==> config.mk <==
export PLATFORM = sky130hd
export DESIGN_NAME = led_flash_ctrl
export DESIGN_NICKNAME = d
export VERILOG_FILES = /design/src/hw/flash_pkg.sv /design/src/hw/ovp_latch.sv /design/src/hw/nv_store.sv /design/src/hw/led_flash_ctrl.sv
export SDC_FILE = /design/constraint.sdc
export NUM_CORES = 1
export LEC_CHECK = 0
export BUFFER_PORTS_ARGS = -buffer_cell sky130_fd_sc_hd__clkbuf_2
export CAP_MARGIN = 20
export CORE_UTILIZATION = 35
export DETAILED_ROUTE_END_ITERATION = 8
export GPL_TIMING_DRIVEN = 0
export PLACE_DENSITY = 0.64
export SYNTH_ARGS = -nofsm -noshare
export SYNTH_HDL_FRONTEND = slang
export SYNTH_HIERARCHICAL = 1
export SYNTH_SLANG_ARGS = --single-unit
==> constraint.sdc <==
create_clock -name sys_clk -period 8.1 [get_ports sys_clk]
set_input_delay 1.62 -clock sys_clk [delete_from_list [all_inputs] [get_ports sys_clk]]
set_output_delay 1.62 -clock sys_clk [all_outputs]
set_load 0.05 [all_outputs]
==> src/hw/flash_pkg.sv <==
// constants and carrier types for the led flash control block
// assumes a 32-bit register port with byte addresses on word boundaries
package flash_pkg;

	// register byte offsets
	localparam logic [7:0] OFF_CTRL   = 8'h00;
	localparam logic [7:0] OFF_STATUS = 8'h04;
	localparam logic [7:0] OFF_EVENT  = 8'h08;
	localparam logic [7:0] OFF_MASK   = 8'h0C;
	localparam logic [7:0] OFF_DAC    = 8'h10;
	localparam logic [7:0] OFF_CLEAR  = 8'h14;
	localparam logic [7:0] OFF_TEMP0  = 8'h18;
	localparam logic [7:0] OFF_TEMP1  = 8'h1C;
	localparam logic [7:0] OFF_NV0    = 8'h20; // sensor 0 words at 0x20, 0x24
	localparam logic [7:0] OFF_NV1    = 8'h28; // sensor 1 words at 0x28, 0x2C

	// widths
	localparam int DAC_W   = 8;
	localparam int TEMP_W  = 16;
	localparam int NV_WORDS = 2; // 64 bits as two 32-bit words
	localparam int SENSORS = 2;

	// control register field positions
	localparam int CTRL_RUN    = 0;
	localparam int CTRL_BYPASS = 1;
	localparam int CTRL_DISCH  = 2;
	localparam int CTRL_REFINT = 3;

	// event / mask bit positions
	localparam int EV_OVP     = 0;
	localparam int EV_ALERT0  = 1;
	localparam int EV_ALERT1  = 2;
	localparam int EV_REFUSED = 3;
	localparam int EV_W       = 4;
	localparam int CLR_OVP    = 0;

	// reset values: buck off, leds shorted, inductor discharge path on
	localparam logic [3:0] CTRL_RST = 4'h6;
	localparam logic [DAC_W-1:0] DAC_RST = 8'h00;

	typedef struct packed {
		logic refint;
		logic disch;
		logic bypass;
		logic run;
	} ctrl_t;

	typedef struct packed {
		logic              alert;
		logic [TEMP_W-1:0] temp;
	} sensor_t;

endpackage : flash_pkg

==> src/hw/ovp_latch.sv <==
// overvoltage fault latch: edge-set from the comparator, cleared by software pulse
// assumes the comparator output is synchronous to sys_clk
`timescale 1ns/10ps
`default_nettype none
module ovp_latch (
	// clock and reset
	input  wire logic sys_clk,
	input  wire logic sys_rst,
	input  wire logic clk_en,
	// comparator and clear
	input  wire logic comp_in,
	input  wire logic clear,
	// latch state
	output logic      set_now,
	output logic      flag
);
	logic comp_prev_r;
	logic comp_prev_nxt;
	logic flag_r;
	logic flag_nxt;

	// rising comparator edge clocks a constant one into the latch
	always_comb begin
		set_now       = comp_in & ~comp_prev_r;
		comp_prev_nxt = comp_in;
		// set beats a clear arriving in the same cycle
		flag_nxt      = set_now | (flag_r & ~clear);
	end

	// prev starts high so a comparator already high at reset is no edge
	always_ff @(posedge sys_clk) begin
		if (sys_rst) begin
			comp_prev_r <= 1'b1;
			flag_r      <= 1'b0;
		end else if (clk_en) begin
			comp_prev_r <= comp_prev_nxt;
			flag_r      <= flag_nxt;
		end
	end

	assign flag = flag_r;
endmodule : ovp_latch
`default_nettype wire

==> src/hw/nv_store.sv <==
// 64-bit user storage of one temperature sensor, two 32-bit words
// assumes word writes only; read is combinational, the caller registers it
`timescale 1ns/10ps
`default_nettype none
module nv_store (
	// clock and reset
	input  wire logic        sys_clk,
	input  wire logic        sys_rst,
	input  wire logic        clk_en,
	// word access
	input  wire logic        wr,
	input  wire logic        word_sel,
	input  wire logic [31:0] wdata,
	output logic      [31:0] rdata
);
	logic [31:0] mem_r [flash_pkg::NV_WORDS];
	logic [31:0] mem_nxt [flash_pkg::NV_WORDS];

	// written word takes the new value, the other keeps its own
	always_comb begin
		for (int i = 0; i < flash_pkg::NV_WORDS; i++) begin
			mem_nxt[i] = (wr && (i == int'(word_sel))) ? wdata : mem_r[i];
		end
	end

	always_ff @(posedge sys_clk) begin
		if (sys_rst) begin
			for (int i = 0; i < flash_pkg::NV_WORDS; i++) begin
				mem_r[i] <= 32'h0000_0000;
			end
		end else if (clk_en) begin
			for (int i = 0; i < flash_pkg::NV_WORDS; i++) begin
				mem_r[i] <= mem_nxt[i];
			end
		end
	end

	assign rdata = mem_r[word_sel];
endmodule : nv_store
`default_nettype wire

==> src/hw/led_flash_ctrl.sv <==
// digital control around a pulsed led buck stage with overvoltage latch
// assumes a single-cycle register port driven by the controller firmware,
// comparator and sensor inputs synchronous to sys_clk
//
// Overview of operation
// - discharge control high switches on the discharge transistor
// - rising comparator edge is the clock edge of the fault latch
// - on that edge the latch captures a constant one
// - a set latch forces the buck run output low whatever is requested
// - shutdown stays latched after overvoltage ends until cleared
// - latch state is shown as the overvoltage flag, firmware reports it
// - temperature readings and over-temperature alerts reach the controller
// - each sensor keeps 64 bits of writable, readable user storage
`timescale 1ns/10ps
`default_nettype none
module led_flash_ctrl (
	// clock, reset, enable
	input  wire logic                               sys_clk,
	input  wire logic                               sys_rst,
	input  wire logic                               clk_en,
	// register port
	input  wire logic [7:0]                         reg_addr,
	input  wire logic [31:0]                        reg_wdata,
	input  wire logic                               reg_wr,
	input  wire logic                               reg_rd,
	output logic      [31:0]                        reg_rdata,
	// analog front end
	input  wire logic                               ov_comp,
	input  wire flash_pkg::sensor_t [1:0]           sensor_in,
	// power stage controls
	output logic                                    buck_run,
	output logic                                    led_bypass_control,
	output logic                                    discharge_path_control,
	output logic      [flash_pkg::DAC_W-1:0]        internal_current_reference,
	output logic                                    ref_select_internal,
	// status to the controller
	output logic                                    output_overvoltage_flag,
	output logic                                    irq
);

	// address compare, used by the register and storage write decoders
	function automatic logic hit(input logic [7:0] a, input logic [7:0] off);
		return a == off;
	endfunction : hit

	// word index inside a two-word storage window
	function automatic logic nv_word(input logic [7:0] a);
		return a[2];
	endfunction : nv_word

	// register state
	flash_pkg::ctrl_t                ctrl_r;
	flash_pkg::ctrl_t                ctrl_nxt;
	logic [flash_pkg::DAC_W-1:0]     dac_r;
	logic [flash_pkg::DAC_W-1:0]     dac_nxt;
	logic [flash_pkg::EV_W-1:0]      event_r;
	logic [flash_pkg::EV_W-1:0]      event_nxt;
	logic [flash_pkg::EV_W-1:0]      mask_r;
	logic [flash_pkg::EV_W-1:0]      mask_nxt;
	logic [flash_pkg::SENSORS-1:0]   alert_prev_r;
	logic [flash_pkg::SENSORS-1:0]   alert_prev_nxt;

	// output state
	logic                            run_out_r;
	logic                            run_out_nxt;
	logic                            bypass_out_r;
	logic                            bypass_out_nxt;
	logic                            disch_out_r;
	logic                            disch_out_nxt;
	logic [flash_pkg::DAC_W-1:0]     dac_out_r;
	logic                            refint_out_r;
	logic                            flag_out_r;
	logic                            flag_out_nxt;
	logic                            irq_r;
	logic                            irq_nxt;
	logic [31:0]                     rdata_r;
	logic [31:0]                     rdata_nxt;

	// decode and event wires
	logic                            wr_ctrl;
	logic                            wr_event;
	logic                            wr_mask;
	logic                            wr_dac;
	logic                            wr_clear;
	logic                            ovp_clear;
	logic                            ovp_set_now;
	logic                            ovp_flag;
	logic                            ovp_active;
	logic [flash_pkg::SENSORS-1:0]   nv_wr;
	logic [flash_pkg::SENSORS-1:0]   alert_rise;
	logic [flash_pkg::EV_W-1:0]      ev_in;
	logic [31:0]                     nv_rdata [flash_pkg::SENSORS];

	// write strobes per register
	always_comb begin
		wr_ctrl  = reg_wr && hit(reg_addr, flash_pkg::OFF_CTRL);
		wr_event = reg_wr && hit(reg_addr, flash_pkg::OFF_EVENT);
		wr_mask  = reg_wr && hit(reg_addr, flash_pkg::OFF_MASK);
		wr_dac   = reg_wr && hit(reg_addr, flash_pkg::OFF_DAC);
		wr_clear = reg_wr && hit(reg_addr, flash_pkg::OFF_CLEAR);
		// acknowledgement from firmware clears the fault latch
		ovp_clear = wr_clear && reg_wdata[flash_pkg::CLR_OVP];
	end

	// overvoltage fault latch
	ovp_latch u_ovp (
		.sys_clk (sys_clk),
		.sys_rst (sys_rst),
		.clk_en  (clk_en),
		.comp_in (ov_comp),
		.clear   (ovp_clear),
		.set_now (ovp_set_now),
		.flag    (ovp_flag)
	);

	// next latch state: the edge blocks run at once, a clear frees it at once
	assign ovp_active = ovp_set_now | (ovp_flag & ~ovp_clear);

	// per-sensor user storage and alert edges
	genvar g;
	generate
		for (g = 0; g < flash_pkg::SENSORS; g++) begin : g_sensor
			logic [7:0] base;
			assign base = (g == 0) ? flash_pkg::OFF_NV0 : flash_pkg::OFF_NV1;
			// either word of the window selects this store
			assign nv_wr[g] = reg_wr && (hit({reg_addr[7:3], 3'h0}, base));
			assign alert_rise[g] = sensor_in[g].alert & ~alert_prev_r[g];
			nv_store u_nv (
				.sys_clk  (sys_clk),
				.sys_rst  (sys_rst),
				.clk_en   (clk_en),
				.wr       (nv_wr[g]),
				.word_sel (nv_word(reg_addr)),
				.wdata    (reg_wdata),
				.rdata    (nv_rdata[g])
			);
		end
	endgenerate

	// control and reference registers
	always_comb begin
		ctrl_nxt = ctrl_r;
		dac_nxt  = dac_r;
		mask_nxt = mask_r;
		if (wr_ctrl) begin
			ctrl_nxt = flash_pkg::ctrl_t'(reg_wdata[3:0]);
		end
		if (wr_dac) begin
			dac_nxt = reg_wdata[flash_pkg::DAC_W-1:0];
		end
		if (wr_mask) begin
			mask_nxt = reg_wdata[flash_pkg::EV_W-1:0];
		end
	end

	always_ff @(posedge sys_clk) begin
		if (sys_rst) begin
			ctrl_r <= flash_pkg::ctrl_t'(flash_pkg::CTRL_RST);
			dac_r  <= flash_pkg::DAC_RST;
			mask_r <= '0;
		end else if (clk_en) begin
			ctrl_r <= ctrl_nxt;
			dac_r  <= dac_nxt;
			mask_r <= mask_nxt;
		end
	end

	// sticky events; a new event wins over a write-one clear
	always_comb begin
		ev_in = '0;
		ev_in[flash_pkg::EV_OVP]    = ovp_set_now;
		ev_in[flash_pkg::EV_ALERT0] = alert_rise[0];
		ev_in[flash_pkg::EV_ALERT1] = alert_rise[1];
		// run asked for while latched: flagged so firmware sees the refusal
		ev_in[flash_pkg::EV_REFUSED] = ctrl_nxt.run & ovp_active;
		event_nxt = event_r;
		if (wr_event) begin
			event_nxt = event_nxt & ~reg_wdata[flash_pkg::EV_W-1:0];
		end
		event_nxt = event_nxt | ev_in;
		alert_prev_nxt = {sensor_in[1].alert, sensor_in[0].alert};
		// level interrupt, tracks the sticky bits with no extra delay
		irq_nxt = |(event_nxt & mask_nxt);
	end

	always_ff @(posedge sys_clk) begin
		if (sys_rst) begin
			event_r      <= '0;
			alert_prev_r <= '0;
			irq_r        <= 1'b0;
		end else if (clk_en) begin
			event_r      <= event_nxt;
			alert_prev_r <= alert_prev_nxt;
			irq_r        <= irq_nxt;
		end
	end

	// power stage drive, all outputs registered to avoid glitches on gates
	always_comb begin
		// nor of inverted request and latch: fault overrides firmware
		run_out_nxt    = ctrl_nxt.run & ~ovp_active;
		bypass_out_nxt = ctrl_nxt.bypass;
		// high turns the discharge transistor on
		disch_out_nxt  = ctrl_nxt.disch;
		// flag and run move on the same edge, so firmware never sees them disagree
		flag_out_nxt   = ovp_active;
	end

	always_ff @(posedge sys_clk) begin
		if (sys_rst) begin
			run_out_r    <= 1'b0;
			bypass_out_r <= 1'b1;
			disch_out_r  <= 1'b1;
			dac_out_r    <= flash_pkg::DAC_RST;
			refint_out_r <= 1'b0;
			flag_out_r   <= 1'b0;
		end else if (clk_en) begin
			run_out_r    <= run_out_nxt;
			bypass_out_r <= bypass_out_nxt;
			disch_out_r  <= disch_out_nxt;
			dac_out_r    <= dac_nxt;
			refint_out_r <= ctrl_nxt.refint;
			flag_out_r   <= flag_out_nxt;
		end
	end

	// read mux; data stands only in the cycle after the strobe
	always_comb begin
		rdata_nxt = 32'h0000_0000;
		if (reg_rd) begin
			case (reg_addr)
				flash_pkg::OFF_CTRL: begin
					rdata_nxt[3:0] = ctrl_r;
				end
				flash_pkg::OFF_STATUS: begin
					rdata_nxt[0] = ovp_flag;
					rdata_nxt[1] = run_out_r;
					rdata_nxt[2] = sensor_in[0].alert;
					rdata_nxt[3] = sensor_in[1].alert;
				end
				flash_pkg::OFF_EVENT: begin
					rdata_nxt[flash_pkg::EV_W-1:0] = event_r;
				end
				flash_pkg::OFF_MASK: begin
					rdata_nxt[flash_pkg::EV_W-1:0] = mask_r;
				end
				flash_pkg::OFF_DAC: begin
					rdata_nxt[flash_pkg::DAC_W-1:0] = dac_r;
				end
				flash_pkg::OFF_TEMP0: begin
					rdata_nxt[flash_pkg::TEMP_W-1:0] = sensor_in[0].temp;
				end
				flash_pkg::OFF_TEMP1: begin
					rdata_nxt[flash_pkg::TEMP_W-1:0] = sensor_in[1].temp;
				end
				flash_pkg::OFF_NV0, 8'h24: begin
					rdata_nxt = nv_rdata[0];
				end
				flash_pkg::OFF_NV1, 8'h2C: begin
					rdata_nxt = nv_rdata[1];
				end
				default: begin
					rdata_nxt = 32'h0000_0000;
				end
			endcase
		end
	end

	always_ff @(posedge sys_clk) begin
		if (sys_rst) begin
			rdata_r <= 32'h0000_0000;
		end else if (clk_en) begin
			rdata_r <= rdata_nxt;
		end
	end

	// port drive
	assign buck_run                   = run_out_r;
	assign led_bypass_control         = bypass_out_r;
	assign discharge_path_control     = disch_out_r;
	assign internal_current_reference = dac_out_r;
	assign ref_select_internal        = refint_out_r;
	assign output_overvoltage_flag    = flag_out_r;
	assign irq                        = irq_r;
	assign reg_rdata                  = rdata_r;

endmodule : led_flash_ctrl
`default_nettype wire

* Word level (Yosys, flattened, before mapping)
Memory sizes are Yosys's and may differ from the RTL's.
Cells that the tools add are included.
** Storage, ports and cells
- Register bits after elaboration :: 58
- Memories kept :: 2
- Input port bits :: 80
- Bits in writable memories :: 128
- Logic and storage cells :: 97
- Output and inout port bits :: 46
** Memory list
- g_sensor[0].u_nv.mem_r :: words 2, bits a word 32, rd ports 1, clocked after memory_dff 0, write ports 2, RTL line nv_store.sv:16 : logic [31:0] mem_r [flash_pkg::NV_WORDS];
- g_sensor[1].u_nv.mem_r :: words 2, bits a word 32, rd ports 1, clocked after memory_dff 0, write ports 2, RTL line nv_store.sv:16
** Operators by class
- Equality and inequality tests :: 17
- Reduce and logical (&&, ||, !) cells :: 22
- Mux-type cells :: 22
- Bitwise gates (word level) :: 21
** Operators with widths (count)
- $mux W32 :: 9
- $pmux W4 S9 :: 1
- $eq A8 B5 Y1 const B :: 4
- $eq A8 B6 Y1 const B :: 4
- $pmux W16 S2 :: 1
- $pmux W8 S4 :: 1
- $pmux W4 S5 :: 1
- $eq A8 B4 Y1 const B :: 2
- $logic_and A1 B1 Y1 :: 12
- $mux W4 :: 3
- $reduce_and A2 Y1 :: 6
- $eq A5 B3 Y1 const B :: 2
- $and A4 B4 Y4 :: 2
- $eq A8 B3 Y1 const B :: 1
- $logic_not A8 Y1 :: 1
- $mux W8 :: 1
- $and A1 B1 Y1 :: 6
- $not A1 Y1 :: 6
- $mux W1 :: 5
- $or A1 B1 Y1 :: 5
- $ne A1 B1 Y1 const B :: 4
- $not A4 Y4 :: 1
- $or A4 B4 Y4 :: 1
- $reduce_or A2 Y1 :: 2
- $reduce_or A4 Y1 :: 1

* Logic depth before layout (Yosys ltp)
- Word-level depth :: 10
- Depth in mapped cells :: 9
- Depth with buffers taken out :: 6

* By module
Netlist, hierarchy kept.
** Modules (own cells, without submodules)
- nv_store :: times used 2, seq. area each 1921.8 um2, area an instance 2797.7 um2, cells each 139
- led_flash_ctrl :: times used 1, seq. area each 1141.1 um2, area an instance 3190.6 um2, cells each 377
- ovp_latch :: times used 1, seq. area each 40.0 um2, area an instance 85.1 um2, cells each 8

* Worst setup path after synthesis
No wires, ideal clock.
- Path type :: input to register
- From :: input reg_addr[4]
- To :: memory g_sensor[0].u_nv.mem_r[0][0] (enable)
- Buffers on the path :: 2
- Arrival time :: 4.291 ns
- Path slack :: 3.381 ns
- Data required time :: 7.672 ns
- Setup time :: 0.428 ns
- Stages on the path :: 7
- Path through :: buf_6 nor4b_2 clkbuf_1 nand2_1 nor2_1 nand2_1 o21bai_1
** RTL lines
- from (decl) :: RTL line led_flash_ctrl.sv:22 : input wire logic [7:0] reg_addr,
- to (decl) :: RTL line nv_store.sv:16

==> impl_metrics.sql <==
INSERT INTO impl_metrics (metric_group, metric, value, unit) VALUES
('cells_and_area', 'finish.instance_area', '10600', 'sq um'),
('hold_path', 'timing.hold.worst.start', 'internal_current_reference[1]', ''),
('global_routing', 'largest_net_degree_at_the_start_of_global_routing', '33', ''),
('cells_and_area', 'final_core_util', '42.9', '%'),
('timing', 'final_setup_vio_count', '0', ''),
('logic_synthesis', 'syn_area_per_cell', '13.4', 'sq um'),
('logic_synthesis', 'syn-cell-area', '8870', 'sq um'),
('logic_synthesis', 'synthArstFlopShare', '0', '%'),
('worst_setup_path', 'worstSetupStartpoint', 'reg_addr[7]', ''),
('logic_synthesis', 'ys_types', '66', ''),
('die', 'design.die.area', '26000', 'sq um'),
('worst_setup_path', 'worst-endpoint-required', '8.15', 'ns'),
('timing', 'final_max_slew_violation_count', '0', ''),
('hold_path', 'holdCritPathClass', 'reg2reg', ''),
('clock_tree', 'tritoncts', 'yes', ''),
('timing', 'slew_headroom', '30.3', '%'),
('drt', 'via_total_after_detailed_routing', '5900', ''),
('drt', 'detail_route.wl_per_cell', '20.0', 'um'),
('timing', 'transition_at_the_pin_with_the_smallest_max_transition_slack', '1.04', 'ns'),
('cells_and_area', 'n_antenna_cell', '0', ''),
('timing', 'fin_skew', '0.00906', 'ns'),
('placement', 'portBuffers', '120', ''),
('worst_setup_path', 'critical_path_class', 'in2reg', ''),
('clock_tree', 'ctsHtreeMaxLevel', '4', ''),
('clock_tree', 'cts_inserted_buffers', '17', ''),
('clock_tree', 'cts.repair.resized', '0', ''),
('logic_synthesis', 'syn_nets', '743', ''),
('worst_setup_path', 'worst_r2r_startpoint', 'g_sensor[0].u_nv/mem_r[0][5]', ''),
('drt', 'drc', '0', ''),
('hold_path', 'holdPathEnd', 'internal_current_reference[1]', ''),
('placement', 'post-dp-hpwl', '16100', 'um'),
('clock_tree', 'worst_setup_hold_path_clk_slew', '0.07', 'ns'),
('drt', 'drt_iter0_markers', '451', ''),
('drt', 'drt_first_pass_iters', '5', ''),
('die', 'fp-row-count', '57', ''),
('timing', 'hold-worst-slack', '0.471', 'ns'),
('logic_synthesis', 'synth_enable_flop_cells', '128', ''),
('worst_setup_path', 'path_max_fanout', '32', ''),
('run_status', 'outcome', 'completed', ''),
('die', 'initial_core_utilization', '36.1', '%'),
('worst_setup_path', 'worst_setup_path_start_kind', 'input pin', ''),
('timing', 'timing_hold_violations_final', '0', ''),
('worst_setup_path', 'critical_path.endpoint_type', 'register', ''),
('global_routing', 'first_global_vias', '5973', ''),
('timing', 'min_cycle_time_layout', '4.18', 'ns'),
('cells_and_area', 'drive_above_1_share', '40.6', '%'),
('global_routing', 'initial_antenna_violation_count', '0', ''),
('worst_setup_path', 'path_cells', 'clkbuf_2 -> nor4b_2 -> clkbuf_1 -> nand2_1 -> nor2_1 -> a31o_2', ''),
('clock_tree', 'post-cts-setup-buffers', '0', ''),
('clock_tree', 'ctsLongestPathBuffers', '2', ''),
('hold_path', 'hold_path_depth', '2', ''),
('placement', 'routability_congestion', '0.897', ''),
('logic_synthesis', 'synth.yosys.seq_area_share', '56.6', '%'),
('worst_setup_path', 'worst_ep_arrival_time', '4.24', 'ns'),
('worst_setup_path', 'reg2reg_setup_slack', '6.55', 'ns'),
('global_routing', 'grt_overflow_total', '0', ''),
('global_routing', 'grt.total_usage', '17.9', '%'),
('clock_tree', 'cts_hold_repair.buffers', '0', ''),
('job', 'max_cap_violation_count', '0', ''),
('die', 'floorplan.io_pins', '126', ''),
('die', 'core_region_area', '24600', 'sq um'),
('logic_synthesis', 'yosys_most_used_dff', 'edfxtp_1', ''),
('cells_and_area', 'fillerInstances', '2291', ''),
('logic_synthesis', 'yosys_warnings', '6', ''),
('power_and_ir_drop', 'power.leakage', '4.09', 'nW'),
('cells_and_area', 'finish.net_count', '884', ''),
('power_and_ir_drop', 'max-vdd-ir-drop', '0.000122', 'V'),
('die', 'fp.dieH', '161', 'um'),
('timing', 'timing.final.crit_share', '51.6', '%'),
('drt', 'detail_route.vias_per_cell', '5.17', ''),
('drt', 'final_antenna_net_count', '0', '');
-- power by group --
group / internal (mW) / switching, mW / total [mW]
registers: 1.06 / 0.0121 / 1.07
logic: 0.0819 / 0.0978 / 0.180
clock network: 0.493 / 0.379 / 0.872
total: 1.63 / 0.489 / 2.12
-- layer usage --
metal / part of all wire, % / up-vias / track usage (%)
met1: 43 / 2917 / 23.1
met3: 6.5 / 27 / 4.24
met2: 49 / 199 / 29.9
li1: - / 2757 / -
met4: 1.5 / 0 / 5.15
met5: 0 / - / 0
-- kinds of logic (layout without fill, tap and decap cells) --
| family | Yosys count | count (layout) | share of synthesized area (%) |
|---|---|---|---|
| AND/OR/NAND/NOR | 204 | 204 | 14.4 |
| multiplexers | 84 | 84 | 13.0 |
| flip-flops | 187 | 187 | 56.6 |
| buffers and inverters | 53 | 207 | 4.56 |
| AO/OA/AOI/OAI | 135 | 135 | 11.4 |
-- synth_stat cells (8+ instances only) --
| cell | count | area, sq um |
|---|---|---|
| buf_6 | 13 | 146 |
| mux2i_1 | 13 | 130 |
| and2_4 | 60 | 526 |
| mux2_4 | 57 | 856 |
| clkbuf_1 | 21 | 78.8 |
| a22o_1 | 19 | 166 |
| nor2_1 | 56 | 210 |
| dfxtp_1 | 59 | 1180 |
| and2_1 | 8 | 50.1 |
| a22oi_1 | 49 | 368 |
| edfxtp_1 | 128 | 3840 |
| nand3_1 | 9 | 45.0 |
| nand2_1 | 33 | 124 |
| a21oi_1 | 22 | 110 |
| mux2_2 | 12 | 135 |
-- cell type report --
type	count	share of cell area (%)
multi-input combinational	423	32.8
clock buffer	17	4.03
timing repair buffer	122	6.14
clock inverter	15	1.78
buffer	46	3.58
tap	324	3.84
inverter	7	0.249
sequential	187	47.6
-- critical path, delay by kind of cell --
family                 cells  cell delay (ns)
and+or+nand+nor            3             0.97
buffers and inverters      2             0.75
AOI/OAI and AO/OA          1             0.88
-- layout by cell type (no fill, tap or decap), drive strengths merged, types with 7 or more instances in the layout --
cell type  instances
nand3             10
a21oi             23
a22oi             52
buf               27
dfxtp             59
inv               12
mux2              70
mux2i             13
nor3               7
nand2             33
clkbuf           158
nor2              58
o21ai             11
edfxtp           128
and2              68
a22o              19
-- sequential cells by signal, indices dropped and copies added, names as in the netlist, 2 cells and up --
register / cells
alert_prev_r: 2
reg_rdata: 32
g_sensor.u_nv/mem_r: 128
internal_current_reference: 8
mask_r: 4
event_r: 4
-- worst max path at each step --
stage / endpoint / slack, ns / cells past startpoint
6_report: g_sensor[0].u_nv/mem_r[1][16] / 3.92 / 6
5_1_grt: g_sensor[0].u_nv/mem_r[1][16] / 3.74 / 6
4_1_cts: g_sensor[0].u_nv/mem_r[1][15] / 3.85 / 6
3_5_place_dp: g_sensor[0].u_nv/mem_r[1][14] / 3.38 / 6
3_3_place_gp: g_sensor[1].u_nv/mem_r[0][15] / 1.46 / 6
2_1_floorplan: g_sensor[0].u_nv/mem_r[0][0] / 3.38 / 7
-- stage by stage --
| step | worst slack (ns) | std cells |
|---|---|---|
| floorplan | 3.38 | 663 |
| global placement | 1.46 | 1107 |
| detailed placement | 3.38 | 1109 |
| CTS | 3.85 | 1141 |
| global route | 3.74 | 1141 |
| finish | 3.92 | 1141 |
(Power assumes the default switching activity.)
